`src/pld_pkg.sv`:
```
// Constants, register map and carrier types for the phase loss and lock detector.
// Assumes a single 250 MHz clock domain and an AXI4-Lite register port with 32-bit data.
package pld_pkg;

  // Clock rate and the lock qualification time.
  localparam int unsigned CLK_KHZ      = 250000;
  localparam int unsigned QUAL_TIME_MS = 1000;
  localparam int unsigned QUAL_CYCLES  = QUAL_TIME_MS * CLK_KHZ;

  // Register bus geometry.
  localparam int unsigned AXI_AW = 12;

  // Register indices; the byte address is four times the index.
  localparam logic [7:0] IDX_FINE   = 8'h73;
  localparam logic [7:0] IDX_COARSE = 8'h74;
  localparam logic [7:0] IDX_STATUS = 8'h75;
  localparam logic [7:0] IDX_MASK   = 8'h76;
  localparam logic [7:0] IDX_STATE  = 8'h77;

  // Values after reset.
  localparam logic [7:0] FINE_RST   = 8'hA2;
  localparam logic [7:0] COARSE_RST = 8'h85;
  localparam logic [2:0] FINE_WIN_RST = 3'h2;

  // Field positions shared by both configuration registers.
  localparam int unsigned BIT_EN    = 7;
  localparam int unsigned BIT_OPT6  = 6;
  localparam int unsigned BIT_OPT5  = 5;

  // Fine window step in degrees per code of the window size field.
  localparam int unsigned WIN_STEP_DEG = 90;

  // AXI response codes.
  localparam logic [1:0] RESP_OKAY   = 2'h0;
  localparam logic [1:0] RESP_SLVERR = 2'h2;

  // Status and mask bit positions.
  localparam int unsigned EV_LOSS = 0;
  localparam int unsigned EV_LOCK = 1;

  typedef enum logic [2:0] {
    SEL_NONE   = 3'b000,
    SEL_FINE   = 3'b001,
    SEL_COARSE = 3'b010,
    SEL_STATUS = 3'b011,
    SEL_MASK   = 3'b100,
    SEL_STATE  = 3'b101
  } pld_sel_e;

  typedef struct packed {
    logic       en;
    logic       inactivity_forces_loss;
    logic       narrow_en;
    logic [2:0] win;
  } pld_fine_s;

  typedef struct packed {
    logic       en;
    logic       wide_range_en;
    logic       multicycle_response_select;
    logic [3:0] limit;
  } pld_coarse_s;

  typedef struct packed {
    logic              aw_have;
    logic [AXI_AW-1:0] awaddr;
    logic              w_have;
    logic [7:0]        wbyte;
    logic              wlane;
    logic              bvalid;
    logic [1:0]        bresp;
    logic              rvalid;
    logic [31:0]       rdata;
    logic [1:0]        rresp;
    pld_fine_s         fine;
    pld_coarse_s       coarse;
    logic [1:0]        status;
    logic [1:0]        mask;
    logic              lost;
  } pld_state_s;

endpackage

```
`src/pld_detector.sv`:
```
// Phase loss and lock detector with its AXI4-Lite register slave and interrupt.
// Assumes phase error magnitudes arrive synchronous to aclk from the phase detector.
//
// Contract
// RQ1 - Coarse detector disabled never raises phase loss.
// RQ2 - Enabled coarse error above limit raises loss.
// RQ3 - Coarse limit counts whole input clock cycles.
// RQ4 - Fine window size resets to code two.
// RQ5 - Lock after qualifying time; excursion loses at once.
// RQ6 - Fine enable bit gates the fine detector.
// RQ7 - Inactivity forces loss only when bit set.
// RQ8 - Lost is OR of losses; lock clears it.
`timescale 1ns/1ns
module pld_detector
  import pld_pkg::*;
#(
  parameter int unsigned QUAL_CYC = QUAL_CYCLES
) (
  input  wire logic              aclk,
  input  wire logic              aresetn,
  input  wire logic [AXI_AW-1:0] s_axi_awaddr,
  input  wire logic              s_axi_awvalid,
  output logic                   s_axi_awready,
  input  wire logic [31:0]       s_axi_wdata,
  input  wire logic [3:0]        s_axi_wstrb,
  input  wire logic              s_axi_wvalid,
  output logic                   s_axi_wready,
  output logic [1:0]             s_axi_bresp,
  output logic                   s_axi_bvalid,
  input  wire logic              s_axi_bready,
  input  wire logic [AXI_AW-1:0] s_axi_araddr,
  input  wire logic              s_axi_arvalid,
  output logic                   s_axi_arready,
  output logic [31:0]            s_axi_rdata,
  output logic [1:0]             s_axi_rresp,
  output logic                   s_axi_rvalid,
  input  wire logic              s_axi_rready,
  input  wire logic [7:0]        coarse_err_ui,
  input  wire logic [8:0]        fine_err_deg,
  input  wire logic              ref_inactive,
  output logic                   phase_lost,
  output logic                   phase_locked,
  output logic                   irq
);

  // Address decode shared by the read and the write path.
  function automatic pld_sel_e reg_sel(input logic [AXI_AW-1:0] a);
    logic [AXI_AW-3:0] idx;
    idx = a[AXI_AW-1:2];
    if (a[1:0] != 2'h0) begin
      reg_sel = SEL_NONE;
    end else if (idx == (AXI_AW-2)'(IDX_FINE)) begin
      reg_sel = SEL_FINE;
    end else if (idx == (AXI_AW-2)'(IDX_COARSE)) begin
      reg_sel = SEL_COARSE;
    end else if (idx == (AXI_AW-2)'(IDX_STATUS)) begin
      reg_sel = SEL_STATUS;
    end else if (idx == (AXI_AW-2)'(IDX_MASK)) begin
      reg_sel = SEL_MASK;
    end else if (idx == (AXI_AW-2)'(IDX_STATE)) begin
      reg_sel = SEL_STATE;
    end else begin
      reg_sel = SEL_NONE;
    end
  endfunction

  // All state but the lock qualifier's counter lives in one record; the comb process builds its next value.
  pld_state_s q;
  pld_state_s d;

  // Decision terms and bus decode, all combinational from the state and the inputs.
  logic       coarse_loss;
  logic       fine_loss;
  logic       inact_loss;
  logic       in_window;
  logic       loss_now;
  logic       qual_good;
  logic       qual_done;
  logic [9:0] win_thr;
  logic [1:0] ev_set;
  logic [1:0] ev_clr;
  logic       wr_fire;
  pld_sel_e   wr_sel;
  pld_sel_e   rd_sel;
  logic [7:0] fine_byte;
  logic [7:0] coarse_byte;

  // Loss sources. The coarse error is in whole unit intervals, so the limit compares directly.
  // The threshold is one bit wider than the error, so the widest codes never wrap.
  assign win_thr     = 10'(q.fine.win * WIN_STEP_DEG);
  assign in_window   = ({1'b0, fine_err_deg} <= win_thr);
  assign coarse_loss = q.coarse.en && (coarse_err_ui > {4'h0, q.coarse.limit}); // [RQ1] [RQ2] [RQ3]
  assign fine_loss   = q.fine.en && !in_window;                            // [RQ5] [RQ6]
  assign inact_loss  = q.fine.inactivity_forces_loss && ref_inactive;     // [RQ7]
  assign loss_now    = coarse_loss || fine_loss || inact_loss;            // [RQ8]

  // With the fine detector off, lock is qualified on the absence of any other loss.
  assign qual_good = !loss_now && (q.fine.en ? in_window : 1'b1);         // [RQ5] [RQ6]

  pld_lock_qual #(
    .CYCLES (QUAL_CYC)
  ) u_qual (
    .aclk    (aclk),
    .aresetn (aresetn),
    .good_i  (qual_good),
    .done_o  (qual_done)
  );

  // Register images for read back; unused bits read as zero.
  // Narrow mode, wide range and multicycle response are stored but steer nothing here.
  assign fine_byte   = {q.fine.en, q.fine.inactivity_forces_loss, q.fine.narrow_en, 2'h0,
                        q.fine.win};
  assign coarse_byte = {q.coarse.en, q.coarse.wide_range_en,
                        q.coarse.multicycle_response_select, 1'h0, q.coarse.limit};

  // Write is carried out once both address and data are held and no response is pending.
  assign wr_fire = q.aw_have && q.w_have && !q.bvalid;
  assign wr_sel  = reg_sel(q.awaddr);
  assign rd_sel  = reg_sel(s_axi_araddr);
  assign ev_clr  = (wr_fire && wr_sel == SEL_STATUS && q.wlane) ? q.wbyte[1:0] : 2'h0;

  // Next state of the bus slave, the configuration, the lost flag and the event bits.
  always_comb begin
    d = q;
    // Address and data are captured independently, so they may arrive in either order.
    if (s_axi_awvalid && s_axi_awready) begin
      d.aw_have = 1'b1;
      d.awaddr  = s_axi_awaddr;
    end
    if (s_axi_wvalid && s_axi_wready) begin
      d.w_have = 1'b1;
      d.wbyte  = s_axi_wdata[7:0];
      d.wlane  = s_axi_wstrb[0];
    end
    // The write response stands until the master takes it.
    if (q.bvalid && s_axi_bready) begin
      d.bvalid = 1'b0;
    end
    // A write without byte lane zero is answered but stores nothing.
    if (wr_fire) begin
      d.aw_have = 1'b0;
      d.w_have  = 1'b0;
      d.bvalid  = 1'b1;
      d.bresp   = (wr_sel == SEL_NONE) ? RESP_SLVERR : RESP_OKAY;
      if (q.wlane) begin
        unique case (wr_sel)
          SEL_FINE: begin
            d.fine.en                     = q.wbyte[BIT_EN];
            d.fine.inactivity_forces_loss = q.wbyte[BIT_OPT6];
            d.fine.narrow_en              = q.wbyte[BIT_OPT5];
            d.fine.win                    = q.wbyte[2:0];
          end
          SEL_COARSE: begin
            d.coarse.en                         = q.wbyte[BIT_EN];
            d.coarse.wide_range_en              = q.wbyte[BIT_OPT6];
            d.coarse.multicycle_response_select = q.wbyte[BIT_OPT5];
            d.coarse.limit                      = q.wbyte[3:0];
          end
          SEL_MASK: begin
            d.mask = q.wbyte[1:0];
          end
          SEL_STATUS, SEL_STATE, SEL_NONE: begin
          end
        endcase
      end
    end
    // Read data are registered and stand until the master takes them.
    if (q.rvalid && s_axi_rready) begin
      d.rvalid = 1'b0;
    end
    if (s_axi_arvalid && s_axi_arready) begin
      d.rvalid = 1'b1;
      d.rresp  = (rd_sel == SEL_NONE) ? RESP_SLVERR : RESP_OKAY;
      unique case (rd_sel)
        SEL_FINE:   d.rdata = {24'h0, fine_byte};
        SEL_COARSE: d.rdata = {24'h0, coarse_byte};
        SEL_STATUS: d.rdata = {30'h0, q.status};
        SEL_MASK:   d.rdata = {30'h0, q.mask};
        SEL_STATE:  d.rdata = {26'h0, in_window, inact_loss, fine_loss, coarse_loss, !q.lost,
                               q.lost};
        SEL_NONE:   d.rdata = 32'h0;
      endcase
    end
    // Lost is set by any loss and only a qualified lock clears it.
    if (loss_now) begin
      d.lost = 1'b1;                                                      // [RQ8] [RQ5]
    end else if (qual_done) begin
      d.lost = 1'b0;                                                      // [RQ8] [RQ5]
    end
    // An event in the clearing cycle survives, since the set is applied last.
    ev_set = 2'h0;
    ev_set[EV_LOSS] = d.lost && !q.lost;
    ev_set[EV_LOCK] = !d.lost && q.lost;
    d.status = (q.status & ~ev_clr) | ev_set;
  end

  // State register; configuration takes its documented defaults.
  always_ff @(posedge aclk) begin
    if (!aresetn) begin
      q        <= '0;
      q.fine   <= pld_fine_s'({FINE_RST[7:5], FINE_RST[2:0]});        // [RQ4]
      q.coarse <= pld_coarse_s'({COARSE_RST[7:5], COARSE_RST[3:0]});
      // Lost starts set, so lock must be qualified before it is ever declared.
      q.lost   <= 1'b1;
    end else begin
      q <= d;
    end
  end

  // Ready terms are combinational; one transaction of each kind is held at a time.
  assign s_axi_awready = !q.aw_have && !q.bvalid;
  assign s_axi_wready  = !q.w_have && !q.bvalid;
  assign s_axi_arready = !q.rvalid;
  assign s_axi_bvalid  = q.bvalid;
  assign s_axi_bresp   = q.bresp;
  assign s_axi_rvalid  = q.rvalid;
  assign s_axi_rdata   = q.rdata;
  assign s_axi_rresp   = q.rresp;
  assign phase_lost    = q.lost;
  assign phase_locked  = !q.lost;
  assign irq           = |(q.status & q.mask);

  // Checks on the decision logic.
  chk_coarse_off: assert property (@(posedge aclk) disable iff (!aresetn) // [RQ1]
    !q.coarse.en && !q.fine.en && !q.fine.inactivity_forces_loss && !q.lost |=> !q.lost)
    else $error("Loss raised with all detectors disabled.");

  chk_coarse_trip: assert property (@(posedge aclk) disable iff (!aresetn) // [RQ2]
    q.coarse.en && (coarse_err_ui > {4'h0, q.coarse.limit}) |=> q.lost)
    else $error("Coarse error above limit did not raise loss.");

  chk_coarse_edge: assert property (@(posedge aclk) disable iff (!aresetn) // [RQ3]
    q.coarse.en && !fine_loss && !inact_loss && !q.lost
    && (coarse_err_ui == {4'h0, q.coarse.limit}) |=> !q.lost)
    else $error("Coarse error equal to limit raised loss.");

  chk_fine_default: assert property (@(posedge aclk) // [RQ4]
    !aresetn |=> (q.fine.win == FINE_WIN_RST) && q.fine.en)
    else $error("Fine window did not reset to its default.");

  chk_fine_trip: assert property (@(posedge aclk) disable iff (!aresetn) // [RQ5]
    q.fine.en && ({1'b0, fine_err_deg} > win_thr) |=> q.lost)
    else $error("Fine excursion did not raise loss at once.");

  chk_lock_qual: assert property (@(posedge aclk) disable iff (!aresetn) // [RQ5]
    $fell(q.lost) |-> $past(qual_done) && !$past(loss_now))
    else $error("Lock declared without qualification.");

  chk_fine_gate: assert property (@(posedge aclk) disable iff (!aresetn) // [RQ6]
    !q.fine.en && !coarse_loss && !inact_loss && !q.lost
    && ({1'b0, fine_err_deg} > win_thr) |=> !q.lost)
    else $error("Disabled fine detector raised loss.");

  chk_inact_on: assert property (@(posedge aclk) disable iff (!aresetn) // [RQ7]
    q.fine.inactivity_forces_loss && ref_inactive |=> q.lost)
    else $error("Inactivity did not force loss.");

  chk_inact_off: assert property (@(posedge aclk) disable iff (!aresetn) // [RQ7]
    !q.fine.inactivity_forces_loss && !coarse_loss && !fine_loss && ref_inactive
    && !q.lost |=> !q.lost)
    else $error("Inactivity forced loss while not selected.");

  chk_lost_hold: assert property (@(posedge aclk) disable iff (!aresetn) // [RQ8]
    q.lost && !qual_done |=> q.lost)
    else $error("Lost cleared without a qualified lock.");

  // Checks on the event bits and the lock qualifier; the span check needs two or more cycles.
  chk_loss_event: assert property (@(posedge aclk) disable iff (!aresetn) // [RQ8]
    $rose(q.lost) |-> q.status[EV_LOSS])
    else $error("Loss event bit not set when loss was raised.");

  chk_lock_event: assert property (@(posedge aclk) disable iff (!aresetn) // [RQ5]
    $fell(q.lost) |-> q.status[EV_LOCK])
    else $error("Lock event bit not set when lock was declared.");

  chk_qual_restart: assert property (@(posedge aclk) disable iff (!aresetn) // [RQ5]
    !qual_good |=> !qual_done)
    else $error("Qualifier stayed done after a bad cycle.");

  chk_qual_span: assert property (@(posedge aclk) disable iff (!aresetn) // [RQ5]
    $rose(qual_done) |-> $past(qual_good) && $past(qual_good, 2))
    else $error("Qualifier finished without a run of good cycles.");

  chk_coarse_qual: assert property (@(posedge aclk) disable iff (!aresetn) // [RQ2]
    q.coarse.en && (coarse_err_ui > {4'h0, q.coarse.limit}) |=> !qual_done)
    else $error("Coarse excursion did not stop lock qualification.");

  chk_inact_qual: assert property (@(posedge aclk) disable iff (!aresetn) // [RQ7]
    q.fine.inactivity_forces_loss && ref_inactive |=> !qual_done)
    else $error("Inactivity did not stop lock qualification.");

  chk_fine_qual: assert property (@(posedge aclk) disable iff (!aresetn) // [RQ5]
    q.fine.en && !in_window |=> !qual_done)
    else $error("Fine excursion did not stop lock qualification.");

  cov_loss: cover property (@(posedge aclk) disable iff (!aresetn) $rose(q.lost));
  cov_relock: cover property (@(posedge aclk) disable iff (!aresetn) $fell(q.lost));
  cov_irq: cover property (@(posedge aclk) disable iff (!aresetn) $rose(irq));
  cov_write: cover property (@(posedge aclk) disable iff (!aresetn) wr_fire ##1 q.bvalid);
  cov_inact: cover property (@(posedge aclk) disable iff (!aresetn) inact_loss ##1 q.lost);

endmodule // pld_detector

```
`src/pld_lock_qual.sv`:
```
// Lock qualification timer: counts cycles of uninterrupted good phase.
// Assumes the caller drops good_i for at least one cycle on every excursion.
`timescale 1ns/1ns
module pld_lock_qual
  import pld_pkg::*;
#(
  parameter int unsigned CYCLES = QUAL_CYCLES,
  parameter int unsigned CW     = $clog2(CYCLES + 1)
) (
  input  wire logic aclk,
  input  wire logic aresetn,
  input  wire logic good_i,
  output logic      done_o
);

  typedef struct packed {
    logic [CW-1:0] cnt;
    logic          done;
  } pld_qual_s;

  localparam logic [CW-1:0] LAST = CW'(CYCLES - 1);

  pld_qual_s q;
  pld_qual_s d;

  // Any bad cycle restarts the count, so only an unbroken stretch qualifies.
  always_comb begin
    d = q;
    if (!good_i) begin
      d.cnt  = '0;
      d.done = 1'b0;
    end else if (!q.done) begin
      if (q.cnt == LAST) begin
        d.done = 1'b1;
      end else begin
        d.cnt = q.cnt + CW'(1);
      end
    end
  end

  // State register.
  always_ff @(posedge aclk) begin
    if (!aresetn) begin
      q <= '0;
    end else begin
      q <= d;
    end
  end

  assign done_o = q.done;

endmodule // pld_lock_qual

```
`config.mk`:
```
export PLATFORM = sky130hd
export DESIGN_NAME = pld_detector
export DESIGN_NICKNAME = d
export VERILOG_FILES = /design/src/pld_pkg.sv /design/src/pld_detector.sv /design/src/pld_lock_qual.sv
export SDC_FILE = /design/constraint.sdc
export NUM_CORES = 1
export LEC_CHECK = 0
export BUFFER_PORTS_ARGS = -buffer_cell sky130_fd_sc_hd__buf_2
export CAP_MARGIN = 20
export CORE_UTILIZATION = 48
export CTS_BUF_LIST = sky130_fd_sc_hd__clkbuf_16
export CTS_CLUSTER_SIZE = 28
export DETAILED_ROUTE_END_ITERATION = 12
export HOLD_SLACK_MARGIN = 0.06
export PLACE_DENSITY = 0.85
export RECOVER_POWER = 50
export SYNTH_ARGS = -nofsm -noshare
export SYNTH_HDL_FRONTEND = slang
export SYNTH_SLANG_ARGS = --single-unit
```
`constraint.sdc`:
```
create_clock -name aclk -period 3.3 [get_ports aclk]
set_clock_uncertainty 0.15 [all_clocks]
set_input_delay 0.495 -clock aclk [delete_from_list [all_inputs] [get_ports aclk]]
set_output_delay 0.495 -clock aclk [all_outputs]
set_load 0.01 [all_outputs]
```
# After elaboration in Yosys (flattened, before gate mapping)
# Cells that the tools add are included.
[classes]
n_bitwise = 7
n_addsub = 1
mul = 1
reduce_logical = 40
n_mux = 25
eq_ne = 20
magnitude_cmp = 2
[op_table]
columns = ["cell", "count"]
rows = [
  ["32-bit one-hot mux with 6 select lines", 1],
  ["10-bit by 7-bit equality test with 1-bit output, second input constant", 10],
  ["3-bit two-way mux", 13],
  ["35-bit two-way mux", 1],
  ["28-bit by 1-bit adder with 28-bit output, second input constant", 1],
  ["28-bit equality test, second input constant", 1],
  ["1-bit logical AND", 17],
  ["3-bit by 2-bit equality test with 1-bit output, second input constant", 4],
  ["9-bit by 10-bit <= comparator with 1-bit output", 1],
  ["3-bit equality test, second input constant", 3],
  ["3-bit by 6-bit multiplier with 9-bit output, second input constant", 1],
  ["3-bit AND reduction", 3],
  ["8-bit by 4-bit greater-than comparator with 1-bit output", 1],
  ["1-bit zero test", 8],
  ["2-bit nonzero test", 4],
  ["1-bit two-way mux", 7],
  ["3-bit by 1-bit equality test with 1-bit output, second input constant", 2],
  ["3-bit zero test", 2],
  ["2-bit two-way mux", 3],
  ["2-bit bitwise AND", 2],
  ["2-bit AND reduction", 2],
  ["2-bit OR reduction", 2],
  ["1-bit inverter", 3],
  ["1-bit logical OR", 2],
  ["2 further kinds", 2],
]
[totals]
word_cells = 119
in_bits = 85
out_inout_bits = 44
ff_bits = 108

# Depth between registers and ports, before layout
[depth]
ltp_word = 14
mapped_depth = 12
mapped_depth_nobuf = 11

# By module
# Synthesis repeated with hierarchy kept, for this count alone.
[unflattened]
hier_cells = 535
area_unflattened_um2 = 4665.7
[modules_own_cells]
columns = ["mod", "area_per_inst_um2", "cells_each", "instances", "seq_area_each_um2"]
rows = [
  ["pld_detector", 3128.0, 358, 1, 1041.0],
  ["pld_lock_qual", 1537.7, 177, 1, 580.6],
]

# Least setup slack after synthesis
# No wires, ideal clock.
[synth_path]
path_type = "reg2reg"
startpoint = "register q, in the netlist fine_byte[1]"
endpoint = "register u_qual.q[18] (netlist bit)"
path_stages_with_launch = 13
n_path_buf = 1
setup_time_ps = 128
arrival_time_ps = 3136
path_slack_ps = -114
synth_period_minus_slack_ps = 3414
required_time_ps = 3022
cell_sequence = "dfxtp_1 > ha_1 > ha_1 > fa_1 > a31oi_1 > xor2_1 > ha_1 > o211a_1 > a211oi_1 > or4b_1 > o2111ai_1 > clkbuf_1 > nor2_1"
[synth_between]
elab_chain_len = 9
word_cells_on_any_way = 10
classes_between = "mul: 1; order compare: 1; mux: 1; reduce/logical: 7"
[synth_rtl]
columns = ["item", "line_no", "rtl"]
rows = [
  ["start: declaration", "pld_detector.sv:68", "pld_state_s q;"],
  ["3-bit by 6-bit multiplier with 9-bit output (*)", "pld_detector.sv:90", "assign win_thr = 10'(q.fine.win * WIN_STEP_DEG);"],
  ["9-bit by 10-bit <= comparator with 1-bit output (*)", "pld_detector.sv:91", "assign in_window = ({1'b0, fine_err_deg} <= win_thr);"],
  ["1-bit zero test", "pld_detector.sv:93", "assign fine_loss = q.fine.en && !in_window;"],
  ["1-bit logical AND", "pld_detector.sv:93", ""],
  ["1-bit logical OR (2 in series)", "pld_detector.sv:95", "assign loss_now = coarse_loss || fine_loss || inact_loss;"],
  ["1-bit zero test", "pld_detector.sv:98", "assign qual_good = !loss_now && (q.fine.en ? in_window : 1'b1);"],
  ["1-bit logical AND (*)", "pld_detector.sv:98", ""],
  ["2-bit AND reduction (no line) (*)", "--", ""],
  ["end signal: assignment", "pld_lock_qual.sv:44", "q <= '0;"],
  ["end signal: assignment", "pld_lock_qual.sv:46", "q <= d;"],
  ["end: declaration", "pld_lock_qual.sv:23", "pld_qual_s q;"],
]
# Mark *: on every way between the ends. The rest lies on a longest branch, timed or not.
# A chain may end at the register's enable or synchronous reset.

# Worst setup path in the final report
[layout_path]
startpoint = "register q, in the netlist fine_byte[0]"
endpoint = "register u_qual.q[15] (netlist bit)"
# The elaborated chain is that of the path after synthesis.

==> metrics.yaml <==
status: "finished, violations left"
violations: "negative setup slack"
floorplan.initialDensity_pct: 50.2
syn2layout_area_growth_pct: 16.8
syn_area_um2: 4680
drt-initial-drc-count: 299
slew_viol_final: 0
fill_cells: 787
crit_type: "reg -> reg"
maxSlewHeadroom_pct: 47.2
netlist_instances: 539
synth_warnings: 0
maxCapViolations: 0
grt_pass1_wl_mm: 18.6
endpoint: "u_qual.q[15]"
grt_use_total_pct: 23.2
final_util_pct: 58.6
rr_endpoint: "u_qual.q[15]"
arrival_ns: 3.42
power.density_nw_per_um2: 399
cp_top_family: "adder cells"
setup_violations: 16
critPathBufInv: 2
layout_setup_ws_ns: -0.0575
critPathSlowestCell: "or4b_4"
ys.flop_type: "dfxtp_1"
fmax_mhz: 298
route.detailed.drc: 0
synth_edf_count: 0
ir_drop_uv: 219
finalNetCount: 712
rows: 35
via_per_inst: 5.59
reg2reg_from: "fine_byte[0]"
dr.pass1.iters: 5
multi_input_comb_area_um2: 2770
ant_nets: 0
cts_buffer_depth: 2
vias: 4130
clkTransAtPathRegs_ns: 0.06
post-dp-hpwl_mm: 8.02
fin_tns_setup_ns: -0.845
ioPinCount: 129
endpoint_kind: "flop"
cts_made_buffers: 9
synth_seq_cells: 81
crit_top_cell: "ha_4"
grt_overflow: 0
ys_seq_area_share_pct: 34.6
worst_pin_slew_ns: 0.790
die_y_um: 101
cp-start-kind: "flop"
wl_mm: 11.2
drive_gt1_share_pct: 21.6
leakage_nw: 2.09
min_path_type: "in -> reg"
syn_avg_cell_area_um2: 8.68
antenna_found_initial: 0
dpl_cell_area_um2: 5040
design.core.area_um2: 9330
rsz0062_at_grt: "yes"
critPathMaxFanout: 8
fp.dieArea_um2: 10200
slowest_delay_ns: 0.56
startpoint: "fine_byte[0]"
rrSetupSlack_ns: -0.06
clkLatencyLatePin_ns: 0.33
worstRegToRegCells: 13
grt_pass1_vias: 4003
required_ns: 3.36
wl_per_cell_um: 15.2
portBuffers: 74
crit_chain: "ha_4 > ha_4 > fa_2 > a31oi_2 > xor2_1 > ha_1 > o211a_1 > a211oi_1 > or4b_4 > o2111ai_4 > buf_12 > buf_16 > a21oi_2"
htreeDepth: 3
async_reset_ff_share_pct: 0
period_minus_slack_ns: 3.36
hold_violations: 0
ctsHoldBuffers: 0
root_buffer: "clkbuf_16"
grt_max_degree: 36
cp_num_cells: 13
place.gp.congestion: 0.921
insertedDiodeCount: 0
post-route-period-util_pct: 102
cts_tree: "done"
die_w_um: 101
ys_types: 68
seq_area_um2: 1630
clock-sinks: 81
final_cell_area_um2: 5470
## stage by stage
step,total power [mW],hold slack [ns],worst slack (ns),instances
finish,2.18,0.264,-0.0575,739
detailed placement,1.23,0.315,-0.166,721
global placement,1.22,0.298,-0.115,721
global route,2.26,0.278,-0.179,739
floorplan,1.18,0.288,0.00713,564
CTS,2.18,0.262,-0.0595,739
## final cells by class
| type | instances | share of cell area (%) |
|---|---|---|
| clock buffer | 9 | 4.12 |
| clock inverter | 6 | 1.12 |
| inverter | 22 | 1.51 |
| multi-input combinational | 403 | 50.7 |
| sequential | 81 | 29.8 |
| tap | 129 | 2.95 |
| timing repair buffer | 89 | 9.77 |
## cell usage after synthesis (4+ instances only)
| master | n | area (um2) |
|---|---|---|
| inv_1 | 22 | 82.6 |
| nor3_1 | 8 | 40.0 |
| nor2_1 | 32 | 120 |
| buf_2 | 6 | 30.0 |
| nor2b_1 | 13 | 81.3 |
| nand4_1 | 11 | 68.8 |
| nand3_1 | 15 | 75.1 |
| nand3b_1 | 4 | 30.0 |
| a211oi_1 | 8 | 60.1 |
| xnor2_1 | 20 | 175 |
| and4b_1 | 4 | 40.0 |
| a21oi_2 | 7 | 61.3 |
| o211ai_1 | 6 | 45.0 |
| or4_1 | 8 | 60.1 |
| nand2_1 | 69 | 259 |
| clkbuf_1 | 14 | 52.6 |
| o31ai_1 | 5 | 37.5 |
| o21ai_0 | 16 | 80.1 |
| buf_4 | 36 | 270 |
| nand2b_1 | 4 | 25.0 |
| or3_1 | 6 | 37.5 |
| ha_1 | 20 | 250 |
| a21oi_1 | 13 | 65.1 |
| mux2i_1 | 14 | 140 |
| dfxtp_1 | 81 | 1620 |
| a31oi_1 | 6 | 37.5 |
| a21boi_0 | 23 | 173 |
## how the worst min path moves through the flow
stage,cells after the start,from,end,slack (ns)
floorplan,2,q[72],q[72],0.29
global placement,2,q[74],q[74],0.30
detailed placement,2,q[60],q[60],0.32
CTS,3,s_axi_wdata[7],q[64],0.26
global route,3,s_axi_wdata[2],q[59],0.28
finish,3,s_axi_wdata[7],q[64],0.26
## registers in the layout, indices dropped and copies added (netlist names)
register	count
s_axi_rdata	8
u_qual.done_o	1
q	26
s_axi_rvalid	1
u_qual.q	28
s_axi_bresp	1
coarse_byte	7
s_axi_bvalid	1
s_axi_rresp	1
phase_lost	1
fine_byte	6
## metal layers
| metal | share of wire (%) | global-route usage [%] | up-vias |
|---|---|---|---|
| met2 | 49 | 39.4 | 146 |
| li1 | - | - | 2008 |
| met3 | 4.8 | 3.68 | 30 |
| met4 | 3.2 | 12.3 | 0 |
| met1 | 43 | 28.4 | 1946 |
| met5 | 0 | 0 | - |
## power breakdown
part           switching [mW]  total, mW  internal (mW)
Combinational           0.110      0.186         0.0757
Sequential             0.0210       1.02           1.00
Clock                   0.391      0.968          0.577
Total                   0.522       2.18           1.66
## cells in the final DEF, fill, tap and decap left out, types with 6 or more instances in the layout
cell,n
xnor2_1,20
o21ai_0,15
dfxtp_1,78
a21boi_0,23
nand2_1,69
ha_1,15
nor2_1,32
nand3_1,15
mux2i_1,14
inv_1,23
nand4_1,11
or3_1,6
conb_1,26
clkbuf_1,11
buf_2,63
o211ai_1,6
nor2b_1,13
buf_4,11
a211oi_1,8
clkbuf_16,9
or4_1,8
a21oi_1,13
a21oi_2,7
nor3_1,8
## worst min-delay path: cells and delay by family
| kind | cells | cell delay (ns) |
|---|---|---|
| AO/OA/AOI/OAI | 1 | 0.06 |
| buffers and inverters | 1 | 0.10 |
| AND/OR/NAND/NOR | 1 | 0.04 |
## kinds of logic after synthesis
kind of cell    synth area share (%)
buf+inv                         9.86
other cells                   0.0801
mux                             3.23
xor+xnor                        4.30
flops                           34.6
simple gates                    25.3
compound gates                  16.8
fa+ha+maj                       5.77
## timing repair
item / CTS / global route
gates resized for setup: 11 / 4
buffers inserted: 1 / 0
endpoints found under the setup margin: 32 / 33
pin swaps: 5 / 0
gates cloned: 2 / 0
Note: power is estimated with default switching activity, not from simulation.
